<file path="src/design/amc_ctrl_regs.vh">
// Register offsets, field positions, reset values and counts for the converter control block
`ifndef AMC_CTRL_REGS_VH
`define AMC_CTRL_REGS_VH
// Register addresses on the 4-bit control port
`define AMC_ADDR_CFG      4'h0
`define AMC_ADDR_I_RANGE  4'h3
`define AMC_ADDR_ADJ      4'h4
`define AMC_ADDR_TRIM     4'h5
`define AMC_ADDR_Q_RANGE  4'hb
`define AMC_ADDR_STAT     4'he
// Configuration register bits
`define AMC_CFG_CAL_BIT   15
`define AMC_CFG_PHASE_BIT 14
`define AMC_CFG_ISLP_BIT  11
`define AMC_CFG_QSLP_BIT  10
// Calibration adjust register bits
`define AMC_ADJ_SEQ_BIT   14
`define AMC_ADJ_ACC_BIT   7
// Register reset values
`define AMC_CFG_DEF       16'h0000
`define AMC_ADJ_DEF       16'h4000
`define AMC_RANGE_DEF     16'h4000
// Range codes presented in pin-control mode
`define AMC_RANGE_HI      16'hffff
`define AMC_RANGE_LO      16'h0000
// Calibration constant array
`define AMC_TRIM_DEPTH    183
`define AMC_TRIM_AW       8
`define AMC_PTR_MAX       8'hff
// Timing counts in input clock cycles
`define AMC_CAL_L_DEF     1280
`define AMC_CAL_H_DEF     1280
`define AMC_CAL_CYC_DEF   20000
`define AMC_FLUSH_DEF     34
// Test pattern words and the ten-step sequence, one bit per step
`define AMC_PAT_I0        10'h001
`define AMC_PAT_I1        10'h3fe
`define AMC_PAT_Q0        10'h000
`define AMC_PAT_Q1        10'h3ff
`define AMC_PAT_SEQ       10'h3aa
`define AMC_PAT_LEN       4'h9
// Status register fields
`define AMC_STAT_RUN_BIT  0
`define AMC_STAT_PAU_BIT  1
`define AMC_STAT_PTR_LSB  8
`endif

</file>
<file path="src/design/amc_trim_mem.v">
// Calibration constant array with registered read data
`timescale 1ns/100ps
module amc_trim_mem #(
  parameter DEPTH = 183,
  parameter WIDTH = 16,
  parameter AW    = 8
) (
  input  wire             i_clk,
  input  wire             i_we,
  input  wire [AW-1:0]    i_waddr,
  input  wire [WIDTH-1:0] i_wdata,
  input  wire [AW-1:0]    i_raddr,
  output reg  [WIDTH-1:0] o_rdata
);
  reg [WIDTH-1:0] mem [0:DEPTH-1];

  // Read before write; no reset so the array maps onto plain RAM
  always @(posedge i_clk) begin
    if (i_we) begin
      mem[i_waddr] <= i_wdata;
    end
    o_rdata <= mem[i_raddr];
  end
endmodule

</file>
<file path="src/design/amc_cal_detect.v">
// Calibrate request qualifier: low for CAL_L cycles, then high for CAL_H cycles
`timescale 1ns/100ps
module amc_cal_detect #(
  parameter CAL_L = 1280,
  parameter CAL_H = 1280,
  parameter CW    = 16
) (
  input  wire i_clk,
  input  wire i_srst,
  input  wire i_req,
  output reg  o_start
);
  localparam [CW-1:0] LOW_N  = CAL_L;
  localparam [CW-1:0] HIGH_N = CAL_H;
  reg [CW-1:0] low_q;
  reg [CW-1:0] high_q;
  reg          armed_q;

  // Noise on the request cannot start a calibration: both phases must hold
  always @(posedge i_clk) begin
    if (i_srst) begin
      low_q   <= {CW{1'b0}};
      high_q  <= {CW{1'b0}};
      armed_q <= 1'b0;
      o_start <= 1'b0;
    end else begin
      o_start <= 1'b0;
      if (!i_req) begin
        high_q <= {CW{1'b0}};
        if (low_q != LOW_N) begin
          low_q <= low_q + 1'b1;
        end
        if (low_q + 1'b1 >= LOW_N) begin
          armed_q <= 1'b1;
        end
      end else begin
        low_q <= {CW{1'b0}};
        if (armed_q) begin
          high_q <= high_q + 1'b1;
          if (high_q + 1'b1 >= HIGH_N) begin
            o_start <= 1'b1;
            armed_q <= 1'b0;
          end
        end
      end
    end
  end
endmodule

</file>
<file path="src/design/amc_ctrl.v">
// Converter control: mode pins, calibration, power-down and calibration constant access
// Overview of operation
// Both channels asleep pauses calibration; resume on wake
// Host recalibrates after any channel sleep change
// Calibration constants kept in array at 5h
// Save: access bit, 184 reads, first dummy
// Restore: 183 writes, two zero dummies
// Host restores only under identical conditions
// Per-channel sleep is pin OR register bit
// Host sets mode and calibrates after power-up
// Mode pin high gives pin control, no registers
// Demux pin chooses bus layout in both modes
// Non-demux full rate one bus, demux two
// Phase select moves data between clock edges
// Register mode takes phase from bit 14
// Calibrate needs low then high minimum counts
// Register mode ORs calibrate pin with bit 15
// Host holds calibrate request high when idle
// Sleeping channel tristates outputs, then flushes pipeline
// Q channel sleep independent, register bit 10
// Pattern select replaces samples and overrange flags
// Range pin common; registers 3h, Bh per channel
// Host recalibrates after a range change
// Calibration forces data low, clocks keep running
// Pin mode loads all registers with defaults
// Each constant access advances pointer; clear resets; here the pointer stops advancing at ff
//
// Strobed register access and the register offsets were left to the implementer.
`timescale 1ns/100ps
`include "amc_ctrl_regs.vh"
module amc_ctrl #(
  parameter CAL_L   = `AMC_CAL_L_DEF,
  parameter CAL_H   = `AMC_CAL_H_DEF,
  parameter CAL_CYC = `AMC_CAL_CYC_DEF,
  parameter FLUSH   = `AMC_FLUSH_DEF,
  parameter DEPTH   = `AMC_TRIM_DEPTH,
  parameter DW      = 10
) (
  input  wire          I_CORE_CLK,
  input  wire          I_SRST,
  input  wire [3:0]    I_ADDR,
  input  wire [15:0]   I_WDATA,
  input  wire          I_WR,
  input  wire          I_RD,
  output reg  [15:0]   O_RDATA,
  input  wire          I_CONTROL_MODE_SELECT_N,
  input  wire          I_DEMUX_SELECT,
  input  wire          I_OUTPUT_PHASE_SELECT,
  input  wire          I_CAL_REQ,
  input  wire          I_I_CHANNEL_SLEEP,
  input  wire          I_Q_CHANNEL_SLEEP,
  input  wire          I_PATTERN_OUTPUT_SELECT,
  input  wire          I_INPUT_RANGE_SELECT,
  input  wire [DW-1:0] I_I_SAMPLE,
  input  wire [DW-1:0] I_Q_SAMPLE,
  input  wire          I_I_OVR,
  input  wire          I_Q_OVR,
  input  wire [15:0]   I_CAL_WORD,
  output reg  [DW-1:0] O_I_DATA_A,
  output reg  [DW-1:0] O_I_DATA_B,
  output reg  [DW-1:0] O_Q_DATA_A,
  output reg  [DW-1:0] O_Q_DATA_B,
  output reg           O_I_OVERRANGE_FLAG,
  output reg           O_Q_OVERRANGE_FLAG,
  output reg           O_I_DATA_OE,
  output reg           O_Q_DATA_OE,
  output reg           O_I_VALID,
  output reg           O_Q_VALID,
  output reg           O_OUTPUT_DATA_CLOCK,
  output reg           O_REGISTER_CONTROL_MODE,
  output reg           O_CAL_RUNNING,
  output reg           O_I_POWER_DOWN,
  output reg           O_Q_POWER_DOWN,
  output reg  [15:0]   O_I_RANGE,
  output reg  [15:0]   O_Q_RANGE,
  output reg           O_TRIM_SEQUENCE_SELECT
);
  localparam [1:0] ST_IDLE  = 2'd0;
  localparam [1:0] ST_RUN   = 2'd1;
  localparam [1:0] ST_PAUSE = 2'd2;
  localparam [19:0] CAL_N   = CAL_CYC;
  localparam [7:0]  FLUSH_N = FLUSH;
  localparam [7:0]  DEPTH_N = DEPTH;

  // Output word: calibration wins, then pattern, then converted sample
  function [DW:0] out_word;
    input          cal;
    input          pat;
    input [DW:0]   pat_w;
    input [DW:0]   smp_w;
    begin
      out_word = cal ? {(DW+1){1'b0}} : (pat ? pat_w : smp_w);
    end
  endfunction

  reg  [15:0]   cfg_q;
  reg  [15:0]   adj_q;
  reg  [15:0]   irng_q;
  reg  [15:0]   qrng_q;
  reg  [7:0]    ptr_q;
  reg  [7:0]    ptr_d;
  reg  [1:0]    state_q;
  reg  [19:0]   cal_cnt_q;
  reg  [1:0]    tick_q;
  reg           half_q;
  reg  [3:0]    pat_q;
  reg  [7:0]    iflush_q;
  reg  [7:0]    qflush_q;
  wire          register_control_mode;
  wire          islp;
  wire          qslp;
  wire          cal_req;
  wire          cal_start;
  wire          cal_on;
  wire          phase;
  wire          load;
  wire          acc;
  wire          acc_hit;
  wire          cal_we;
  wire          mem_we;
  wire [7:0]    mem_waddr;
  wire [15:0]   mem_wdata;
  wire [7:0]    mem_raddr;
  wire [15:0]   mem_rdata;
  wire          pat_bit;
  wire [DW:0]   iw;
  wire [DW:0]   qw;

  // Mode pin low selects register control; pin mode ignores the port
  assign register_control_mode     = ~I_CONTROL_MODE_SELECT_N;
  assign islp    = I_I_CHANNEL_SLEEP | (register_control_mode & cfg_q[`AMC_CFG_ISLP_BIT]);
  assign qslp    = I_Q_CHANNEL_SLEEP | (register_control_mode & cfg_q[`AMC_CFG_QSLP_BIT]);
  assign cal_req = I_CAL_REQ | (register_control_mode & cfg_q[`AMC_CFG_CAL_BIT]);
  assign phase   = register_control_mode ? cfg_q[`AMC_CFG_PHASE_BIT] : I_OUTPUT_PHASE_SELECT;
  assign cal_on  = (state_q != ST_IDLE);
  assign acc     = register_control_mode & adj_q[`AMC_ADJ_ACC_BIT];
  assign acc_hit = acc & (I_WR | I_RD) & (I_ADDR == `AMC_ADDR_TRIM);

  amc_cal_detect #(
    .CAL_L (CAL_L),
    .CAL_H (CAL_H),
    .CW    (16)
  ) u_det (
    .i_clk   (I_CORE_CLK),
    .i_srst  (I_SRST),
    .i_req   (cal_req),
    .o_start (cal_start)
  );

  // Register file; pin mode holds every register at its default
  always @(posedge I_CORE_CLK) begin
    if (I_SRST || !register_control_mode) begin
      cfg_q  <= `AMC_CFG_DEF;
      adj_q  <= `AMC_ADJ_DEF;
      irng_q <= `AMC_RANGE_DEF;
      qrng_q <= `AMC_RANGE_DEF;
    end else if (I_WR) begin
      case (I_ADDR)
        `AMC_ADDR_CFG:     cfg_q <= I_WDATA;
        `AMC_ADDR_ADJ:     adj_q <= I_WDATA;
        `AMC_ADDR_I_RANGE: irng_q <= I_WDATA;
        `AMC_ADDR_Q_RANGE: qrng_q <= I_WDATA;
        default:           cfg_q <= cfg_q;
      endcase
    end
  end

  // Array pointer: every access moves it on until it reaches ff, clearing access resets it
  always @* begin
    ptr_d = ptr_q;
    if (!acc) begin
      ptr_d = 8'h00;
    end else if (acc_hit && ptr_q != `AMC_PTR_MAX) begin
      ptr_d = ptr_q + 8'h01;
    end
  end

  always @(posedge I_CORE_CLK) begin
    if (I_SRST) begin
      ptr_q <= 8'h00;
    end else begin
      ptr_q <= ptr_d;
    end
  end

  // Calibration fills the array; bus restore writes land at the pointer
  assign cal_we    = (state_q == ST_RUN) && (cal_cnt_q < {12'h000, DEPTH_N});
  assign mem_we    = cal_we | (acc_hit & I_WR & (ptr_q < DEPTH_N) & ~cal_on);
  assign mem_waddr = cal_we ? cal_cnt_q[7:0] : ptr_q;
  assign mem_wdata = cal_we ? I_CAL_WORD : I_WDATA;
  // Read address follows the next pointer so back-to-back reads stay in step
  assign mem_raddr = (ptr_d == 8'h00) ? 8'h00 : ptr_d - 8'h01;

  amc_trim_mem #(
    .DEPTH (DEPTH),
    .WIDTH (16),
    .AW    (`AMC_TRIM_AW)
  ) u_mem (
    .i_clk   (I_CORE_CLK),
    .i_we    (mem_we),
    .i_waddr (mem_waddr),
    .i_wdata (mem_wdata),
    .i_raddr (mem_raddr),
    .o_rdata (mem_rdata)
  );

  // Read data one cycle after the strobe; unmapped or pin mode read zero
  always @(posedge I_CORE_CLK) begin
    if (I_SRST || !I_RD || !register_control_mode) begin
      O_RDATA <= 16'h0000;
    end else begin
      case (I_ADDR)
        `AMC_ADDR_CFG:     O_RDATA <= cfg_q;
        `AMC_ADDR_ADJ:     O_RDATA <= adj_q;
        `AMC_ADDR_I_RANGE: O_RDATA <= irng_q;
        `AMC_ADDR_Q_RANGE: O_RDATA <= qrng_q;
        `AMC_ADDR_TRIM: begin
          // First read after enabling access is the dummy word
          if (acc && ptr_q != 8'h00 && ptr_q <= DEPTH_N) begin
            O_RDATA <= mem_rdata;
          end else begin
            O_RDATA <= 16'h0000;
          end
        end
        `AMC_ADDR_STAT:    O_RDATA <= {ptr_q, 6'h00, (state_q == ST_PAUSE), cal_on};
        default:           O_RDATA <= 16'h0000;
      endcase
    end
  end

  // Calibration sequencer; both channels asleep freezes it where it stands
  always @(posedge I_CORE_CLK) begin
    if (I_SRST) begin
      state_q   <= ST_IDLE;
      cal_cnt_q <= 20'h00000;
    end else begin
      case (state_q)
        ST_IDLE: begin
          cal_cnt_q <= 20'h00000;
          if (cal_start) begin
            state_q <= ST_RUN;
          end
        end
        ST_RUN: begin
          if (islp && qslp) begin
            state_q <= ST_PAUSE;
          end else if (cal_cnt_q + 20'h00001 >= CAL_N) begin
            state_q <= ST_IDLE;
          end else begin
            cal_cnt_q <= cal_cnt_q + 20'h00001;
          end
        end
        ST_PAUSE: begin
          if (!islp || !qslp) begin
            state_q <= ST_RUN;
          end
        end
        default: state_q <= ST_IDLE;
      endcase
    end
  end

  // Output clock toggles every second core cycle and never stops
  always @(posedge I_CORE_CLK) begin
    if (I_SRST) begin
      tick_q              <= 2'b00;
      O_OUTPUT_DATA_CLOCK <= 1'b0;
    end else begin
      tick_q <= tick_q + 2'b01;
      if (tick_q[0]) begin
        O_OUTPUT_DATA_CLOCK <= ~O_OUTPUT_DATA_CLOCK;
      end
    end
  end

  // Phase low: data moves with the clock edge; high: halfway between edges
  assign load    = phase ? ~tick_q[0] : tick_q[0];
  assign pat_bit = |((`AMC_PAT_SEQ >> pat_q) & 10'h001); // One step of the sequence
  assign iw = out_word(cal_on, I_PATTERN_OUTPUT_SELECT,
                       pat_bit ? {1'b1, `AMC_PAT_I1} : {1'b0, `AMC_PAT_I0},
                       {I_I_OVR, I_I_SAMPLE});
  assign qw = out_word(cal_on, I_PATTERN_OUTPUT_SELECT,
                       pat_bit ? {1'b1, `AMC_PAT_Q1} : {1'b0, `AMC_PAT_Q0},
                       {I_Q_OVR, I_Q_SAMPLE});

  // Data buses: demux alternates two half-rate buses, non-demux uses one
  always @(posedge I_CORE_CLK) begin
    if (I_SRST) begin
      half_q             <= 1'b0;
      pat_q              <= 4'h0;
      O_I_DATA_A         <= {DW{1'b0}};
      O_I_DATA_B         <= {DW{1'b0}};
      O_Q_DATA_A         <= {DW{1'b0}};
      O_Q_DATA_B         <= {DW{1'b0}};
      O_I_OVERRANGE_FLAG <= 1'b0;
      O_Q_OVERRANGE_FLAG <= 1'b0;
    end else if (load) begin
      half_q <= I_DEMUX_SELECT ? 1'b0 : ~half_q;
      pat_q  <= (pat_q == `AMC_PAT_LEN) ? 4'h0 : pat_q + 4'h1;
      O_I_OVERRANGE_FLAG <= iw[DW];
      O_Q_OVERRANGE_FLAG <= qw[DW];
      if (I_DEMUX_SELECT || !half_q || cal_on) begin
        O_I_DATA_A <= iw[DW-1:0];
        O_Q_DATA_A <= qw[DW-1:0];
      end else begin
        O_I_DATA_B <= iw[DW-1:0];
        O_Q_DATA_B <= qw[DW-1:0];
      end
      if (I_DEMUX_SELECT || cal_on) begin
        O_I_DATA_B <= {DW{1'b0}};
        O_Q_DATA_B <= {DW{1'b0}};
      end
    end
  end

  // Sleep drops the enables; on wake valid stays low until the pipeline flush count runs out
  always @(posedge I_CORE_CLK) begin
    if (I_SRST) begin
      O_I_DATA_OE <= 1'b0;
      O_Q_DATA_OE <= 1'b0;
      O_I_VALID   <= 1'b0;
      O_Q_VALID   <= 1'b0;
      iflush_q    <= FLUSH_N;
      qflush_q    <= FLUSH_N;
    end else begin
      O_I_DATA_OE <= ~islp;
      O_Q_DATA_OE <= ~qslp;
      if (islp) begin
        iflush_q <= FLUSH_N;
      end else if (iflush_q != 8'h00) begin
        iflush_q <= iflush_q - 8'h01;
      end
      if (qslp) begin
        qflush_q <= FLUSH_N;
      end else if (qflush_q != 8'h00) begin
        qflush_q <= qflush_q - 8'h01;
      end
      O_I_VALID <= ~islp & (iflush_q == 8'h00) & ~cal_on;
      O_Q_VALID <= ~qslp & (qflush_q == 8'h00) & ~cal_on;
    end
  end

  // Status and effective settings, all registered
  always @(posedge I_CORE_CLK) begin
    if (I_SRST) begin
      O_REGISTER_CONTROL_MODE <= 1'b0;
      O_CAL_RUNNING           <= 1'b0;
      O_I_POWER_DOWN          <= 1'b0;
      O_Q_POWER_DOWN          <= 1'b0;
      O_I_RANGE               <= `AMC_RANGE_DEF;
      O_Q_RANGE               <= `AMC_RANGE_DEF;
      O_TRIM_SEQUENCE_SELECT  <= 1'b1;
    end else begin
      O_REGISTER_CONTROL_MODE <= register_control_mode;
      O_CAL_RUNNING           <= cal_on;
      O_I_POWER_DOWN          <= islp;
      O_Q_POWER_DOWN          <= qslp;
      O_TRIM_SEQUENCE_SELECT  <= adj_q[`AMC_ADJ_SEQ_BIT];
      if (register_control_mode) begin
        O_I_RANGE <= irng_q;
        O_Q_RANGE <= qrng_q;
      end else begin
        // One pin sets a common range for both channels
        O_I_RANGE <= I_INPUT_RANGE_SELECT ? `AMC_RANGE_HI : `AMC_RANGE_LO;
        O_Q_RANGE <= I_INPUT_RANGE_SELECT ? `AMC_RANGE_HI : `AMC_RANGE_LO;
      end
    end
  end
endmodule

</file>
<file path="config.mk">
export PLATFORM = sky130hd
export DESIGN_NAME = amc_ctrl
export DESIGN_NICKNAME = d
export VERILOG_FILES = /design/src/design/amc_trim_mem.v /design/src/design/amc_cal_detect.v /design/src/design/amc_ctrl.v
export VERILOG_INCLUDE_DIRS = /design/src /design/src/design
export SDC_FILE = /design/constraint.sdc
export NUM_CORES = 2
export LEC_CHECK = 0
export ABC_CLOCK_PERIOD_IN_PS = 8490
export BUFFER_PORTS_ARGS = -buffer_cell sky130_fd_sc_hd__buf_2
export CORE_ASPECT_RATIO = 0.9
export CORE_MARGIN = 2
export CORE_UTILIZATION = 45
export CTS_BUF_LIST = sky130_fd_sc_hd__clkbuf_4
export DETAILED_ROUTE_END_ITERATION = 7
export GPL_ROUTABILITY_DRIVEN = 0
export PLACE_DENSITY = 0.62
export SLEW_MARGIN = 20
export SYNTH_ARGS = -nofsm -noshare
export SYNTH_HDL_FRONTEND = slang
export SYNTH_SLANG_ARGS = --single-unit
</file>
<file path="constraint.sdc">
create_clock -name I_CORE_CLK -period 8.49 [get_ports I_CORE_CLK]
set_input_delay 1.2735 -clock I_CORE_CLK [delete_from_list [all_inputs] [get_ports I_CORE_CLK]]
set_output_delay 1.2735 -clock I_CORE_CLK [all_outputs]
set_load 0.01 [all_outputs]
</file>
# ---- Word-level counts from Yosys, hierarchy flattened
# Memory sizes are Yosys's and may differ from the RTL's. A register that Yosys moved wholly into a read port is not among the register bits.
# Index checks and enable logic that the tools add are counted.
dict set report word_totals {
  input_bits 70
  mem_bits_rw 2928
  out_inout_bits 100
  memories 1
  ff_bits 251
}
# name depth width read_ports rd_clocked_by_memory_dff wr line_no
set memory_table {}
lappend memory_table {u_mem.mem 183 16 1 1 1 amc_trim_mem.v:15} ;# reg [WIDTH-1:0] mem [0:DEPTH-1];
dict set report classes {
  bitwise 27
  muxes 39
  shifts 1
  n_reduce_logical 40
  n_eq_ne 16
  n_addsub 9
  n_lt_le_gt_ge 6
}
# operator n
set ops {}
lappend ops {{$pmux 16 s6} 1}
lappend ops {{$mux 16} 5}
lappend ops {{$mux 11} 6}
lappend ops {{$mux 10} 4}
lappend ops {{$mux 20} 2}
lappend ops {{$pmux 20 s2} 1}
lappend ops {{$add 16x1->16 const B} 2}
lappend ops {{$ge 16x11->1 const B} 2}
lappend ops {{$mux 8} 4}
lappend ops {{$logic_not 8->1} 3}
lappend ops {{$reduce_bool 8->1} 3}
lappend ops {{$sub 8x1->8 const B} 3}
lappend ops {{$add 20x1->20 const B} 1}
lappend ops {{$ge 20x15->1 const B} 1}
lappend ops {{$lt 20x8->1 const B} 1}
lappend ops {{$ne 16x11->1 const B} 1}
lappend ops {{$and 1x1->1} 13}
lappend ops {{$eq 4x4->1 const B} 3}
lappend ops {{$reduce_and 2->1} 6}
lappend ops {{$mux 1} 10}
lappend ops {{$shr 10x4->1 const A} 1}
lappend ops {{$not 1->1} 9}
lappend ops {{$add 8x1->8 const B} 1}
lappend ops {{$eq 4x3->1 const B} 2}
lappend ops {{other kinds (24)} 53}

# ---- Depth between registers and ports, before layout
dict set report logic_depth {
  word_depth 10
  ltp_mapped 27
}

# ---- By module
# A second synthesis with hierarchy kept.
dict set report hier_totals {
  hier_cells 6766
  hier_area_um2 125041.2
}
# module cells_per_inst area_each_um2 n_inst seq_area_each_um2
set modules_own_cells {}
lappend modules_own_cells {amc_trim_mem 5409 113847.9 1 88244.6}
lappend modules_own_cells {amc_ctrl 1151 9425.3 1 4324.1}
lappend modules_own_cells {amc_cal_detect 206 1767.9 1 680.7}

# ---- Least setup slack after synthesis
# No wires, ideal clock.
dict set report synth_timing {
  kind {input -> register}
  from {in I_ADDR[0]}
  to {reg u_mem.o_rdata[11] (read register of u_mem.mem)}
  setup_time_ps 137
  t_arrival_ps 6644
  path_slack_ps 1709
  n_path_buf 10
  stages 24
  path_cell_list {buf_2 > nand4bb_1 > a211oi_2 > mux2_2 > inv_2 > clkbuf_1 > buf_1 > clkbuf_1 > clkbuf_1 > buf_1 > ha_1 > inv_1 > nor3_1 > a21o_1 > buf_4 > buf_2 > buf_4 > buf_2 > mux2i_1 > a21oi_1 > nor4_1 > nor3_1 > a211oi_1 > o221ai_1}
}
dict set report synth_between {
  elab_chain_len 7
  word_cells_on_any_way 8
  classes_between {add/sub (1); eq/ne (1); mux (3); bitwise (1); reduce/logical (2)}
}
# element line_no
set synth_rtl {}
lappend synth_rtl {{from (decl)} amc_ctrl.v:41} ;# input wire [3:0] I_ADDR,
lappend synth_rtl {{$eq 4x3->1 (*)} --}
lappend synth_rtl {{$and 1x1->1 (*)} amc_ctrl.v:137} ;# assign acc_hit = acc & (I_WR | I_RD) & (I_ADDR == `AMC_ADDR_TRIM);
lappend synth_rtl {{$logic_and 1x1->1 (no source line) (*)} --}
lappend synth_rtl {{$mux 8 (*)} amc_ctrl.v:173} ;# end else if (acc_hit && ptr_q != `AMC_PTR_MAX) begin
lappend synth_rtl {{$mux 8 (*)} amc_ctrl.v:171} ;# if (!acc) begin
lappend synth_rtl {{$sub 8x1->8 / $logic_not 8->1 (equally long branches)} amc_ctrl.v:192} ;# assign mem_raddr = (ptr_d == 8'h00) ? 8'h00 : ptr_d - 8'h01;
lappend synth_rtl {{$mux 8 (*)} amc_ctrl.v:192}
lappend synth_rtl {{to (decl)} amc_trim_mem.v:13} ;# output reg [WIDTH-1:0] o_rdata
# Every way passes the cells marked *; elsewhere a longest branch is shown, timed or not.
# A chain may end at the register's enable or synchronous reset.

# ---- Worst setup path in the final report
dict set report layout_timing {
  from {reg ptr_q[1]}
  to {reg u_mem.o_rdata[11] (read register of u_mem.mem)}
}
dict set report layout_between {
  elab_chain_len 6
  word_cells_on_any_way 8
  classes_between {add/sub (2); eq/ne (1); mux (3); reduce/logical (2)}
}
# element line_no
set layout_rtl {}
lappend layout_rtl {{from (decl)} amc_ctrl.v:100} ;# reg [7:0] ptr_q;
lappend layout_rtl {{from (signal assigned)} amc_ctrl.v:182} ;# ptr_q <= ptr_d;
lappend layout_rtl {{branches (longest 2 deep; another with $add 8x1->8)} --}
lappend layout_rtl {{$mux 8 (*)} amc_ctrl.v:173}
lappend layout_rtl {{$mux 8 (*)} amc_ctrl.v:171}
lappend layout_rtl {{$sub 8x1->8 / $logic_not 8->1 (equally long branches)} amc_ctrl.v:192}
lappend layout_rtl {{$mux 8 (*)} amc_ctrl.v:192}
# Mark *: on every way between the ends.

==> results.cfg <==
[yosys]
ys_warn_count = 0
synth_xor_area_share_pct = 0.388
syn_nets = 9290
synth_top_family_by_area = simple AND/OR/NAND/NOR gates
yosys_most_used_dff = edfxtp_1
synth_simple_gate_area_share_pct = 10.4
synth_edf_count = 2928
netlist_instances = 9211
synthAdderAreaFrac_pct = 0.0891
synth.mux.area_fraction_pct = 3.29
synth_seq_area_share_pct = 73.7
avgSynthCellArea_um2 = 13.7
synth_cell_types = 108
syn-cell-area_um2 = 126000
synth_seq_cells = 3194
synth_compound_area_share_pct = 9.53
synthArstFlopShare_pct = 0

[timing]
fin_crit_sh_pct = 84.9
period_minus_slack_ns = 7.21
fmax_ghz = 0.139
finalHoldViolations = 0
tns_ns = 0
slew_headroom_pct = 14.3
slew_viol_final = 0
setup_viol = 0
holdWs_ns = 0.187
tightest_slew_ns = 1.27
fin_skew_ns = 0.142
rsz0062_at_grt = no

[placed_design]
dp_hpwl_mm = 250
placed_cells = 12900
place_area_um2 = 133000
io_buffers = 169

[routing]
wl_per_cell_um = 29.7
dr.first_iter.drc_count = 14300
num_vias = 88400
vias_per_cell = 6.24
firstDrtPassIters = 8
route.detailed.drc = 0
ant_nets = 0
drt-total-wl_mm = 421

[clock_tree]
post_cts_buffers = 0
numCtsBuffers = 772
insertion_delay_ns = 1.45
cts.sinks = 3194
cts_root_buf = clkbuf_4
path_clk_slew_ns = 0.07
htreeDepth = 6
cts_hold_buf = 0
cts_tree = done
postCtsResizedCells = 0
clockBufferDepth = 4

[pwr]
ir_drop_mv = 0.119
p_per_area_nw_per_um2 = 210
p_int_mw = 23.4
pwr-share-comb_pct = 1.6
power_switching_mw = 6.58
clkPwrFrac_pct = 41.1
power_frac_seq_pct = 57.4
p_leak_nw = 48.6
switching_share_pct = 22.0

[die]
core_um2 = 279000
start_util_pct = 45.2
num_rows = 184
fp.dieH_um = 507
ioPinCount = 170
die_area_um2 = 285000
die_w_um = 563

[final_layout]
final_cell_area_um2 = 143000
instances_no_fill = 14200
finish.utilization_pct = 51.0
drive_gt1_share_pct = 18.0
nNetsFinal = 9997
syn_to_final_growth_pct = 12.7

[worst_setup_path]
required_ns = 9.75
startpoint_type = flop
crit_path_end_kind = flop
cp_max_fo = 39
setup.worst_path.class = flop to flop
arrival_ns = 8.47

[global_route]
antenna_found_initial = 34
grt_pass1_wl_mm = 594
grt_max_degree = 139
track_usage_pct = 28.7
grt_overflow_total = 0
grt_pass1_vias = 82000

[worst_hold_path]
hp-class = input pin to flop

[run_status]
outcome = completed

[run]
maxCapViolCount = 0
==> area by class of cell <==
class / instances / area, um^2
repair buffers: 578 / 4430
inverters: 49 / 191
fillers: 23800 / 137000
well taps: 3720 / 4650
diodes: 18 / 45.0
clock inverters: 200 / 1140
flip-flops and latches: 3194 / 93200
multi-input cells: 5323 / 30600
clock buffers: 1094 / 8210
==> power groups by stage <==
stage | Sequential [mW] | Combinational (mW) | Clock [mW]
6_report | 17.2 | 0.471 | 12.3
5_1_grt | 17.2 | 0.496 | 13.2
4_1_cts | 17.2 | 0.463 | 12.4
3_5_place_dp | 17.5 | 0.463 | 0
3_3_place_gp | 17.5 | 0.446 | 0
2_1_floorplan | 17.5 | 0.200 | 0
==> final timing paths <==
kind | startpoint | to | slack [ns] | cells after the start
hold / removal | I_I_CHANNEL_SLEEP | O_I_POWER_DOWN$_SDFF_PP0_ | 0.19 | 3
setup reg to reg | ptr_q[1]$_SDFF_PP0_ | u_mem.o_rdata[11]$_DFF_P_ | 1.28 | 18
hold reg to reg | O_I_DATA_B[0]$_SDFFE_PP0P_ | O_I_DATA_B[0]$_SDFFE_PP0P_ | 0.45 | 2
setup / recovery | ptr_q[1]$_SDFF_PP0_ | u_mem.o_rdata[11]$_DFF_P_ | 1.28 | 18
==> registers in the layout, summed over array words and instances (netlist names), 10 cells and up <==
register and cells:
O_Q_DATA_B 10, adj_q 16, u_mem.mem 2928, O_Q_DATA_A 10, u_mem.o_rdata 16, O_RDATA 16, cfg_q 16, qrng_q 16
O_I_DATA_B 10, O_I_RANGE 16, cal_cnt_q 20, irng_q 16, u_det.low_q 16, u_det.high_q 16, O_Q_RANGE 16, O_I_DATA_A 10
==> placed cells by master, fill, tap and decap left out, types with 45 or more instances in the layout <==
cell and n:
edfxtp_1 2928, nand2_1 1762, clkbuf_4 1094, a21oi_1 496, nand3_1 432, nor2_1 370, mux2i_1 369, buf_4 367
dfxtp_1 266, o221ai_1 264, a31oi_1 195, o22ai_1 177, o21ai_0 170, buf_2 169, clkinv_1 141, nor3_1 136
and3_1 80, nor4_1 80, nand4_1 52, a211oi_1 50, inv_1 46, o211ai_1 45
==> routing by layer <==
layer / global-route usage (%) / vias to the layer above / routed length (um) / share of wire (%)
met5: 0.183 / - / 238 / 0.057
met2: 41.4 / 6608 / 181000 / 43
met4: 11.4 / 36 / 17500 / 4.1
li1: - / 37100 / - / -
met1: 39.8 / 43600 / 163000 / 39
met3: 9.71 / 1055 / 59700 / 14
==> cells in the mapped netlist (59+ instances only) <==
cell type | count | area (um^2)
nor3_1 | 140 | 701
nor4_1 | 81 | 507
clkbuf_1 | 237 | 890
a21oi_1 | 497 | 2490
nand3_1 | 432 | 2160
edfxtp_1 | 2928 | 87900
o221ai_1 | 264 | 2310
buf_2 | 290 | 1450
nor2_1 | 414 | 1550
and3_1 | 80 | 500
buf_1 | 59 | 221
dfxtp_1 | 266 | 5330
o21ai_0 | 173 | 866
o22ai_1 | 177 | 1110
mux2i_1 | 370 | 3700
nand2_1 | 1763 | 6620
a31oi_1 | 196 | 1230
==> through the flow <==
stage          power, mW  setup WS, ns
2_1_floorplan       17.7          1.71
3_3_place_gp        18.0         0.305
3_5_place_dp        18.0         0.656
4_1_cts             30.1          1.59
5_1_grt             30.9          1.21
6_report            30.0          1.28
==> logic make-up (layout without fill, tap and decap cells) <==
kind of cell             count (synthesis)  after routing
AO/OA/AOI/OAI                         1783           1783
XOR/XNOR                                56             56
adder cells (fa/ha/maj)                  9              9
buffers and inverters                  694           1921
flip-flops                            3194           3194
multiplexers                           405            405
other                                    0             18
AND/OR/NAND/NOR                       3070           3070
==> critical path, stage by stage (launching register included) <==
cell      delay (ns)
dfxtp_1         0.39
ha_1            0.31
and3_1          0.28
a211oi_2        0.48
mux2_8          0.55
inv_8           0.29
ha_1            0.23
buf_4           0.31
nor2_1          0.20
a21o_4          0.36
buf_12          0.24
nor2_2          0.63
buf_4           0.39
a32oi_1         0.10
a31oi_1         0.76
a211oi_1        0.24
a211oi_1        0.88
buf_4           0.25
o221ai_1        0.11
No activity file was read; power rests on OpenSTA's default activity.
